`config.mk`:
```
export PLATFORM = sky130hd
export DESIGN_NAME = fpurf_top
export DESIGN_NICKNAME = d
export VERILOG_FILES = /design/src/fpurf_pkg.sv /design/src/fpurf_ctrl_regs.sv /design/src/fpurf_format_track.sv /design/src/fpurf_top.sv
export VERILOG_INCLUDE_DIRS = /design/src
export SDC_FILE = /design/constraint.sdc
export NUM_CORES = 2
export LEC_CHECK = 0
export BUFFER_PORTS_ARGS = -buffer_cell sky130_fd_sc_hd__buf_4
export CAP_MARGIN = 20
export CORE_UTILIZATION = 35
export DETAILED_ROUTE_END_ITERATION = 6
export PLACE_DENSITY = 0.55
export SYNTH_ARGS = -nofsm -noshare
export SYNTH_HDL_FRONTEND = slang
export SYNTH_HIERARCHICAL = 1
export SYNTH_SLANG_ARGS = --single-unit
```
`constraint.sdc`:
```
create_clock -name clock -period 2.22 [get_ports clock]
set_clock_uncertainty 0.2 [all_clocks]
set_input_delay 0.222 -clock clock [delete_from_list [all_inputs] [get_ports clock]]
set_output_delay 0.222 -clock clock [all_outputs]
set_load 0.02 [all_outputs]
```
`src/fpurf_consts.svh`:
```
// constants for the float register file and control-register bank
`ifndef FPURF_CONSTS_SVH
`define FPURF_CONSTS_SVH
`define FPURF_CR_IMPL 5'h00
`define FPURF_CR_CCV 5'h19
`define FPURF_CR_EXV 5'h1A
`define FPURF_CR_ENV 5'h1C
`define FPURF_CR_CS 5'h1F
`define FPURF_IMPL_CAPS 32'h01730000
`define FPURF_REVISION 8'h00
`define FPURF_CS_WMASK 32'hFFE3FFFF
`define FPURF_EXV_MASK 32'h0003F07C
`define FPURF_ENV_MASK 32'h00000F87
`define FPURF_CS_FS_BIT 24
`define FPURF_CS_CC0_BIT 23
`define FPURF_CS_CCHI_LSB 25
`define FPURF_ENV_FS_BIT 2
`define FPURF_NREGS 32
`endif

```
`src/fpurf_pkg.sv`:
```
// types for the float register file and control-register bank
package fpurf_pkg;
    typedef enum logic [2:0] {
        FMT_UNINTERP, FMT_UNKNOWN, FMT_SINGLE, FMT_DOUBLE, FMT_WORD, FMT_LONG
    } fpurf_fmt_type;

    typedef enum logic [2:0] {
        OP_NONE, OP_LOAD, OP_STORE, OP_COMPUTE, OP_MOVE_HI_TO, OP_MOVE_HI_FROM
    } fpurf_op_type;

    // one pipeline request to the register file
    typedef struct packed {
        fpurf_op_type op;
        logic wide;
        fpurf_fmt_type fmt;
        logic [4:0] srcReg;
        logic [4:0] dstReg;
        logic [63:0] data;
    } fpurf_req_type;

    // one control-register access
    typedef struct packed {
        logic valid;
        logic write;
        logic [4:0] num;
        logic [31:0] data;
    } fpurf_cr_type;
endpackage

```
`src/fpurf_ctrl_regs.sv`:
```
// control-register bank with the views onto the control/status word
`timescale 1ns/100ps
`default_nettype none
`include "fpurf_consts.svh"
module fpurf_ctrl_regs (
    input wire logic clock,
    input wire logic rstn,
    input wire fpurf_pkg::fpurf_cr_type cr,
    input wire logic [7:0] procIdent,
    output logic [31:0] rdata,
    output logic rsvd
);
    logic [31:0] ctrlStatus;
    logic [31:0] next_ctrlStatus;
    logic [7:0] ccBits;

    assign ccBits = {ctrlStatus[31:25], ctrlStatus[`FPURF_CS_CC0_BIT]};

    // merge a write through any view into the one underlying word
    always_comb begin
        next_ctrlStatus = ctrlStatus;
        if (cr.valid && cr.write) begin
            case (cr.num)
                `FPURF_CR_CS: begin
                    next_ctrlStatus = cr.data & `FPURF_CS_WMASK;
                end
                `FPURF_CR_CCV: begin
                    next_ctrlStatus[31:25] = cr.data[7:1];
                    next_ctrlStatus[`FPURF_CS_CC0_BIT] = cr.data[0];
                end
                `FPURF_CR_EXV: begin
                    next_ctrlStatus = (ctrlStatus & ~`FPURF_EXV_MASK) |
                        (cr.data & `FPURF_EXV_MASK);
                end
                `FPURF_CR_ENV: begin
                    next_ctrlStatus[11:7] = cr.data[11:7];
                    next_ctrlStatus[1:0] = cr.data[1:0];
                    next_ctrlStatus[`FPURF_CS_FS_BIT] =
                        cr.data[`FPURF_ENV_FS_BIT];
                end
                default: begin
                    next_ctrlStatus = ctrlStatus;
                end
            endcase
        end
    end

    // reset to zero so reads are predictable before software sets it
    always_ff @(posedge clock or negedge rstn) begin
        if (!rstn) begin
            ctrlStatus <= 32'h00000000;
        end else begin
            ctrlStatus <= next_ctrlStatus;
        end
    end

    // read mux; reserved fields are never stored so they read zero
    always_ff @(posedge clock or negedge rstn) begin
        if (!rstn) begin
            rdata <= 32'h00000000;
            rsvd <= 1'b0;
        end else begin
            rsvd <= 1'b0;
            if (cr.valid && !cr.write) begin
                case (cr.num)
                    `FPURF_CR_IMPL: begin
                        rdata <= `FPURF_IMPL_CAPS |
                            {16'h0000, procIdent, `FPURF_REVISION};
                    end
                    `FPURF_CR_CCV: begin
                        rdata <= {24'h000000, ccBits};
                    end
                    `FPURF_CR_EXV: begin
                        rdata <= ctrlStatus & `FPURF_EXV_MASK;
                    end
                    `FPURF_CR_ENV: begin
                        rdata <= {20'h00000, ctrlStatus[11:7], 4'h0,
                            ctrlStatus[`FPURF_CS_FS_BIT],
                            ctrlStatus[1:0]};
                    end
                    `FPURF_CR_CS: begin
                        rdata <= ctrlStatus;
                    end
                    default: begin
                        rdata <= 32'h00000000;
                        rsvd <= 1'b1;
                    end
                endcase
            end else if (cr.valid && cr.write) begin
                rsvd <= !(cr.num == `FPURF_CR_IMPL ||
                    cr.num == `FPURF_CR_CCV || cr.num == `FPURF_CR_EXV ||
                    cr.num == `FPURF_CR_ENV || cr.num == `FPURF_CR_CS);
            end
        end
    end
endmodule
`default_nettype wire

```
`src/fpurf_format_track.sv`:
```
// per-register format tag tracking
`timescale 1ns/100ps
`default_nettype none
`include "fpurf_consts.svh"
module fpurf_format_track (
    input wire logic clock,
    input wire logic rstn,
    input wire logic accept,
    input wire fpurf_pkg::fpurf_req_type req,
    output fpurf_pkg::fpurf_fmt_type srcFmt
);
    fpurf_pkg::fpurf_fmt_type tags [`FPURF_NREGS];

    assign srcFmt = tags[req.srcReg];

    // tags change only on accepted requests; stores never touch them
    always_ff @(posedge clock or negedge rstn) begin
        if (!rstn) begin
            for (int i = 0; i < `FPURF_NREGS; i++) begin
                tags[i] <= fpurf_pkg::FMT_UNINTERP;
            end
        end else if (accept) begin
            case (req.op)
                fpurf_pkg::OP_LOAD, fpurf_pkg::OP_MOVE_HI_TO: begin
                    tags[req.dstReg] <= fpurf_pkg::FMT_UNINTERP;
                end
                fpurf_pkg::OP_COMPUTE: begin
                    if (tags[req.srcReg] == fpurf_pkg::FMT_UNINTERP) begin
                        tags[req.srcReg] <= req.fmt;
                    end else if (tags[req.srcReg] != req.fmt) begin
                        tags[req.srcReg] <= fpurf_pkg::FMT_UNKNOWN;
                    end
                    // a bad source poisons the result; dst write comes last
                    if (tags[req.srcReg] == fpurf_pkg::FMT_UNKNOWN ||
                        (tags[req.srcReg] != fpurf_pkg::FMT_UNINTERP &&
                         tags[req.srcReg] != req.fmt)) begin
                        tags[req.dstReg] <= fpurf_pkg::FMT_UNKNOWN;
                    end else begin
                        tags[req.dstReg] <= req.fmt;
                    end
                end
                default: begin
                end
            endcase
        end
    end
endmodule
`default_nettype wire

```
`src/fpurf_top.sv`:
```
// float register file with format tracking and the control-register bank
`timescale 1ns/100ps
`default_nettype none
`include "fpurf_consts.svh"
// Functional notes
// - width bit set: 32 registers of 64 bits, any format anywhere
// - width bit clear: 32 narrow registers, doubles in even-odd pairs
// - narrow model: double op naming odd register raises reserved fault
// - narrow model: high-half moves on odd register raise reserved fault
// - single and word use low half; double and long use all 64 bits
// - load leaves destination uninterpreted
// - compute marks destination with result format; high-half move in leaves it uninterpreted
// - uninterpreted source read takes the format of the reader
// - mismatched source makes source and result unknown
// - store keeps format and outputs the raw bits
// - stores read back exactly what the matching load wrote
// - five 32-bit control registers at numbers 0, 25, 26, 28, 31
// - views 25, 26, 28 update the one control/status word
// - reserved fields never set by hardware and read zero
// - read-only fields ignore writes
// - read-only fields take their preset values from power-up
// - writable fields show hardware state and start at a known value
// - implementation word reports capability bits 24,22,21,20,17,16 set
// - implementation bits 19 and 18 read zero
// - bits 15:8 mirror the system processor identification field
// - bits 7:0 hold revision; bits 31:25 and 23 read zero
// - condition view shows all eight condition bits contiguously
// - condition view bits 31:8 read zero
module fpurf_top (
    input wire logic clock,
    input wire logic rstn,
    input wire logic registerWidthSelect,
    input wire logic [7:0] systemProcessorIdent,
    input wire fpurf_pkg::fpurf_req_type req,
    input wire fpurf_pkg::fpurf_cr_type cr,
    output logic [63:0] readData,
    output logic readValid,
    output logic reservedFault,
    output logic [31:0] crReadData,
    output logic crReservedFault,
    output logic wideRegisterModel
);
    // ****************************************************************
    // storage and decode
    // ****************************************************************
    logic [31:0] lowHalf [`FPURF_NREGS];
    logic [31:0] highHalf [`FPURF_NREGS];
    logic badAccess;
    logic accept;
    logic isWideFmt;

    // true for formats that fill a whole 64-bit register
    function automatic logic fmt_is_wide(input fpurf_pkg::fpurf_fmt_type f);
        fmt_is_wide = (f == fpurf_pkg::FMT_DOUBLE) ||
            (f == fpurf_pkg::FMT_LONG);
    endfunction

    // odd register check, used by several operations in narrow mode
    function automatic logic odd_reg(input logic [4:0] r);
        odd_reg = r[0];
    endfunction

    assign isWideFmt = (req.op == fpurf_pkg::OP_COMPUTE) ?
        fmt_is_wide(req.fmt) : req.wide;

    // narrow-model restrictions; the mode bit is core logic, same clock
    always_comb begin
        badAccess = 1'b0;
        if (!registerWidthSelect) begin
            case (req.op)
                fpurf_pkg::OP_MOVE_HI_TO, fpurf_pkg::OP_MOVE_HI_FROM: begin
                    badAccess = odd_reg(req.dstReg) ||
                        odd_reg(req.srcReg);
                end
                fpurf_pkg::OP_NONE: begin
                    badAccess = 1'b0;
                end
                default: begin
                    badAccess = isWideFmt && (odd_reg(req.dstReg) ||
                        odd_reg(req.srcReg));
                end
            endcase
        end
    end

    assign accept = (req.op != fpurf_pkg::OP_NONE) && !badAccess;

    // ****************************************************************
    // data storage
    // ****************************************************************
    // in narrow mode the high half of an even register lives in the odd
    // neighbour; wide mode keeps it in the second array highHalf, so mode
    // changes move where the high half is found; the cost is a mux on the pair index
    always_ff @(posedge clock or negedge rstn) begin
        if (!rstn) begin
            for (int i = 0; i < `FPURF_NREGS; i++) begin
                lowHalf[i] <= 32'h00000000;
                highHalf[i] <= 32'h00000000;
            end
        end else if (accept) begin
            case (req.op)
                fpurf_pkg::OP_LOAD, fpurf_pkg::OP_COMPUTE: begin
                    lowHalf[req.dstReg] <= req.data[31:0];
                    if (isWideFmt) begin
                        if (registerWidthSelect) begin
                            highHalf[req.dstReg] <= req.data[63:32];
                        end else begin
                            lowHalf[req.dstReg | 5'h01] <=
                                req.data[63:32];
                        end
                    end
                end
                fpurf_pkg::OP_MOVE_HI_TO: begin
                    if (registerWidthSelect) begin
                        highHalf[req.dstReg] <= req.data[31:0];
                    end else begin
                        lowHalf[req.dstReg | 5'h01] <= req.data[31:0];
                    end
                end
                default: begin
                end
            endcase
        end
    end

    // ****************************************************************
    // read port
    // ****************************************************************
    // raw bits go out whatever the tag; unknown values are just the bits
    always_ff @(posedge clock or negedge rstn) begin
        if (!rstn) begin
            readData <= 64'h0000000000000000;
            readValid <= 1'b0;
        end else begin
            readValid <= accept && (req.op == fpurf_pkg::OP_STORE ||
                req.op == fpurf_pkg::OP_MOVE_HI_FROM);
            if (accept && req.op == fpurf_pkg::OP_STORE) begin
                if (!req.wide) begin
                    readData <= {32'h00000000, lowHalf[req.srcReg]};
                end else if (registerWidthSelect) begin
                    readData <= {highHalf[req.srcReg],
                        lowHalf[req.srcReg]};
                end else begin
                    readData <= {lowHalf[req.srcReg | 5'h01],
                        lowHalf[req.srcReg]};
                end
            end else if (accept && req.op == fpurf_pkg::OP_MOVE_HI_FROM) begin
                readData <= {32'h00000000, registerWidthSelect ?
                    highHalf[req.srcReg] :
                    lowHalf[req.srcReg | 5'h01]};
            end
        end
    end

    // fault pulse and mode mirror
    always_ff @(posedge clock or negedge rstn) begin
        if (!rstn) begin
            reservedFault <= 1'b0;
            wideRegisterModel <= 1'b0;
        end else begin
            reservedFault <= badAccess;
            wideRegisterModel <= registerWidthSelect;
        end
    end

    // ****************************************************************
    // submodules
    // ****************************************************************
    fpurf_format_track u_track (
        .clock(clock),
        .rstn(rstn),
        .accept(accept),
        .req(req),
        .srcFmt()
    );

    // preset identity values come from constants and the systemProcessorIdent input, never stored state
    fpurf_ctrl_regs u_cregs (
        .clock(clock),
        .rstn(rstn),
        .cr(cr),
        .procIdent(systemProcessorIdent),
        .rdata(crReadData),
        .rsvd(crReservedFault)
    );
endmodule
`default_nettype wire

```
Word level (Yosys, flattened, before mapping)
Cells that the tools add are included.
{"block": "totals", "register_bits": 2180, "in_bits": 131, "output_inout_bits": 100, "wordCells": 183}
{"block": "op_classes", "magnitude_cmp": 6, "eq_ne": 15, "muxes": 45, "n_bitwise": 5, "n_reduce_logical": 38}
{"operator": "two-way mux 1024 bit", "count": 6}
{"operator": "bitwise mux 1024 bit", "count": 5}
{"operator": "case mux 1024 bit (2 select lines)", "count": 2}
{"operator": "binary-select mux 32 bit (select 5 bit)", "count": 3}
{"operator": "demux 32 bit (select 5 bit)", "count": 2}
{"operator": "two-way mux 32 bit", "count": 9}
{"operator": "two-way mux 64 bit", "count": 4}
{"operator": "case mux 32 bit (5 select lines)", "count": 1}
{"operator": "OR 32 x 18 -> 32 bit", "count": 1}
{"operator": "greater-or-equal comparator 6 bit (second input constant)", "count": 4}
{"operator": "NOT 5 -> 6 bit", "count": 4}
{"operator": "case mux 11 bit (2 select lines)", "count": 1}
{"operator": "case mux 7 bit (3 select lines)", "count": 1}
{"operator": "== test 5 bit (second input constant)", "count": 4}
{"operator": "case mux 5 bit (2 select lines)", "count": 2}
{"operator": "less-than comparator 6 x 1 -> 1 bit (second input constant)", "count": 2}
{"operator": "== test 3 x 2 -> 1 bit (second input constant)", "count": 3}
{"operator": "== test 3 bit (second input constant)", "count": 3}
{"operator": "logical AND 1 bit", "count": 9}
{"operator": "nonzero test 3 bit", "count": 3}
{"operator": "!= test 2 bit (second input constant)", "count": 4}
{"operator": "AND reduction 2 bit", "count": 4}
{"operator": "nonzero test 2 bit", "count": 4}
{"operator": "logical OR 1 bit", "count": 7}
{"operator": "12 further kinds", "count": 21}

Logic depth before layout (Yosys ltp)
{"block": "depth", "word_depth": 11, "mapped_depth": 12, "ltp_nobuf": 7}

Cells and area by module
The synthesis kept the hierarchy.
{"module": "fpurf_top", "instances": 1, "cells_per_inst": 11115, "area_per_inst_um2": 112791.9, "seq_area_each_um2": 52925.8}
{"module": "fpurf_ctrl_regs", "instances": 1, "cells_per_inst": 241, "area_per_inst_um2": 2743.9, "seq_area_each_um2": 1526.5}

Least setup slack after synthesis
No wires, ideal clock.
{"block": "synth_timing", "path_kind": "input port to flip-flop", "from": "in req[69] in the netlist's numbering", "to": "reg readData[10]", "setup_time_ps": 126, "t_arrival_ps": 2121, "setup_slack_ps": -227, "path_stages": 8, "path_buffers": 3, "path_cell_list": "buf_4 -> buf_2 -> buf_2 -> mux4_2 -> a22oi_1 -> nand2_1 -> o2bb2ai_1 -> o32a_1"}
{"block": "synth_between", "elab_chain_len": 8}
{"element": "start, declared", "line_no": "fpurf_top.sv:34", "text": "input wire fpurf_pkg::fpurf_req_type req,"}
{"element": "parallel branches: the longest is 8 deep, another holds two-way mux 64 bit"}
{"element": "end signal, assigned", "line_no": "fpurf_top.sv:139", "text": "readData <= {32'h00000000, lowHalf[req.srcReg]};"}
{"element": "end signal, assigned", "line_no": "fpurf_top.sv:141", "text": "readData <= {highHalf[req.srcReg],"}
{"element": "end signal, assigned", "line_no": "fpurf_top.sv:144", "text": "readData <= {lowHalf[req.srcReg | 5'h01],"}
{"element": "end, declared", "line_no": "fpurf_top.sv:36", "text": "output logic [63:0] readData,"}
Several ways; the timed one is not identified. The select of a mux whose other input is x is not followed.
A chain may end at the register's enable or synchronous reset.

Worst setup path after layout
{"block": "layout_timing", "from": "reg lowHalf[349] in the netlist's numbering", "to": "reg readData[29]"}
{"block": "layout_between", "elab_chain_len": 6}
{"element": "start, declared", "line_no": "fpurf_top.sv:46", "text": "logic [31:0] lowHalf [`FPURF_NREGS];"}
{"element": "start signal, assigned by index", "line_no": "fpurf_top.sv:103", "text": "lowHalf[req.dstReg] <= req.data[31:0];"}
{"element": "start signal, assigned by index", "line_no": "fpurf_top.sv:108", "text": "lowHalf[req.dstReg | 5'h01] <="}
{"element": "start signal, assigned by index", "line_no": "fpurf_top.sv:117", "text": "lowHalf[req.dstReg | 5'h01] <= req.data[31:0];"}
{"element": "binary-select mux 32 bit (select 5 bit), on equally long branches"}
{"element": "two-way mux 32 bit, on equally long branches (2 in a row)"}
{"element": "two-way mux 32 bit or two-way mux 64 bit (tied branches)", "line_no": "fpurf_top.sv:148, fpurf_top.sv:140"}
{"element": "two-way mux 64 bit, on equally long branches", "line_no": "fpurf_top.sv:147, fpurf_top.sv:138"}
{"element": "two-way mux 64 bit (*)", "line_no": "fpurf_top.sv:137", "text": "if (accept && req.op == fpurf_pkg::OP_STORE) begin"}
{"element": "end signal, assigned", "line_no": "fpurf_top.sv:139"}
{"element": "end signal, assigned", "line_no": "fpurf_top.sv:141"}
{"element": "end signal, assigned", "line_no": "fpurf_top.sv:148", "text": "readData <= {32'h00000000, registerWidthSelect ?"}
Mark *: on every way between the ends. The rest lies on a longest branch, timed or not. The select of a mux whose other input is x is not followed.

==> results.ini <==
[outcome]
status=finished with violations
failed_checks=negative setup slack

[floorplanning]
initial_utilization=0.3523
ios=231
die_w_um=576.5
die-area_um2=332400
chipHeight_um=576.5
rows=210
core_um2=327900

[yosys]
ys.flop_type=dfrtp_1
yosysSeqAreaShare=0.4713
async_reset_ff_frac=1.000
synth-xor-area-share=0.0004657
synth-edff-count=0
avgSynthCellArea_um2=10.17
synth_top_family_by_area=compound AO/OA/AOI/OAI gates
syn-num-nets=11490
synthSimpleGateAreaFrac=0.09930
synth_fa_ha_area_frac=0
yosys_warnings=6
yosysUniqueCellTypes=77
synth_compound_area_frac=0.1951
syn_inst=11360
muxShareOfSynthArea=0.1837
synth-seq-cells=2176
synth_area_um2=115500

[sta]
worst_pin_slew_ns=0.9613
fin_crit_ns=2.357
setup_tns_ns=-0.6968
setup_viol=23
slew_viol_final=0
slew_headroom=0.3568
fin_crit_sh=1.062
maxClockFrequency_mhz=424.3
rsz0062_at_grt=yes
fin_ws_ns=-0.1371
hold_viol=0

[cts]
cts_made_buffers=244
clock_latency_ns=0.98
cts.clk_slew.worst_paths_ns=0.07
numClockSinks=2176
cts-root-buf=clkbuf_16
cts_tree=done
cts.path.max_buffers=4
cts.htree.levels=4

[setup_path]
cp_max_fo=2
end_kind=flop
cp.required_ns=2.82
path_class=flop to flop
reg2reg_depth=6
startpoint_type=flop
worstPathArrival_ns=2.96

[hold_path]
whs_path_depth=6
hp-class=input pin to flop

[global_route]
overflow=0
grt_start_max_net_pins=144
antenna_found_initial=29
grt_pass1_vias=103100
grt_pass1_wl_mm=748.4
grtUsageTotal=0.3068

[flow_run]
max-cap-violations=0

[placed_design]
place_ws_ns=-1.156
gp_congestion=0.9599
place_hpwl_mm=354.9
io_buffers=227

[power]
fin_total_pwr_mw=126.9
p_per_area_nw_per_um2=853.5
ir_worst_vdd_v=0.0008146
p_leak_nw=65.48

[layout]
fin_nets=12410
layout-drive-gt1-share=0.2882
fillCellCount=29920
mostFrequentLayoutCells=dfrtp_1 (2161), nand2_1 (1804), o21ai_0 (1455), buf_4 (1222), a21oi_1 (587)
layout_commonest_cell=dfrtp_1
syn_to_final_growth_pct=28.67

[routing]
viasPerCell=6.169
final_antenna_net_count=0
drt_iter0_markers=12920
drt_pass1_iterations=6
drc_errors=0
vias=103900
wl_per_cell_um=30.86
totalWireLength_mm=519.9

-- path summary, 6_finish.rpt --
| check | to | from | slack [ns] |
|---|---|---|---|
| max | readData[29] | lowHalf[349] | -0.14 |
| min | u_cregs/rdata[16] | cr[33] | 0.006 |
| max reg2reg | readData[29] | lowHalf[349] | -0.14 |
| min reg2reg | highHalf[281] | highHalf[281] | 0.27 |
| max in group asynchronous | highHalf[313] | rstn | 0.11 |
| min in group asynchronous | highHalf[36] | rstn | 0.09 |
-- metrics by stage --
| stage | std cells | area (um2) | hold WS (ns) | utilization |
|---|---|---|---|---|
| after floorplan | 11360 | 115800 | -0.2736 | - |
| after CTS | 16810 | 148000 | 0.002692 | 0.4514 |
| after global placement | 16130 | 136100 | 0.1447 | 0.4149 |
| final | 16840 | 148700 | 0.005748 | 0.4534 |
| after detailed placement | 16130 | 136100 | 0.1421 | 0.4149 |
| after global routing | 16830 | 148600 | 0.03288 | 0.4533 |
-- final cells by class --
| class | instances | area [um2] | area share |
|---|---|---|---|
| antenna | 17 | 42.54 | 0.0002862 |
| clock buffer | 328 | 6942 | 0.04669 |
| clock inverter | 121 | 1764 | 0.01187 |
| inverter | 9 | 33.78 | 0.0002272 |
| multi-input combinational | 7854 | 57930 | 0.3896 |
| sequential | 2176 | 54470 | 0.3664 |
| tap | 4346 | 5438 | 0.03658 |
| timing repair buffer | 1992 | 22050 | 0.1483 |
-- registers in the layout, summed over array words and instances (netlist names) --
register / cells
u_cregs/rsvd: 1
readValid: 1
reservedFault: 1
u_cregs/rdata: 31
wideRegisterModel: 1
highHalf: 1024
lowHalf: 1024
readData: 64
u_cregs/ctrlStatus: 29
-- report_power, final --
| group | switching, mW | total (mW) | internal (mW) |
|---|---|---|---|
| combinational | 16.1 | 31.7 | 15.6 |
| sequential | 4.93 | 50.6 | 45.7 |
| clock | 18.1 | 44.6 | 26.4 |
-- critical path, cell delays in order (launching register included) --
cell     delay (ns)
dfrtp_1        0.39
buf_6          0.12
mux4_2         0.48
mux2i_4        0.30
or3_4          0.23
nand4_1        0.10
a221o_1        0.34
-- cells in the mapped netlist, types with 216 or more instances --
| cell | number | area share |
|---|---|---|
| dfrtp_1 | 2176 | 0.47 |
| nor2_1 | 216 | 0.0070 |
| o211ai_1 | 395 | 0.026 |
| nand3_1 | 528 | 0.023 |
| clkbuf_1 | 915 | 0.030 |
| nand2_1 | 1822 | 0.059 |
| mux2i_1 | 449 | 0.039 |
| a22oi_1 | 271 | 0.018 |
| a2bb2oi_1 | 288 | 0.022 |
| buf_2 | 246 | 0.011 |
| a21oi_1 | 597 | 0.026 |
| mux2_2 | 591 | 0.058 |
| o21ai_0 | 1478 | 0.064 |
| mux4_2 | 436 | 0.085 |
-- timing repair --
item	CTS	global route
setup endpoints to repair	48	218
hold endpoints to repair	4240	8
hold buffers	232	8
buffers inserted	19	29
resized for setup	174	102
pin swaps	44	47
-- cell families (layout without fill, tap and decap cells) --
logic type | count (synthesis) | after routing
buffers and inverters | 1326 | 2450
AO/OA/AOI/OAI | 3606 | 3606
flip-flops | 2176 | 2176
multiplexers | 1499 | 1499
other | 0 | 17
XOR/XNOR | 4 | 4
AND/OR/NAND/NOR | 2745 | 2745
-- layer usage --
metal	global-route usage	vias up	part of all wire
met3	0.05606	1381	0.091
met4	0.1993	14	0.076
met1	0.4046	52960	0.40
met5	0	-	0.00015
met2	0.4635	6094	0.44
li1	-	43460	-
Note: power is estimated with default switching activity, not from simulation.
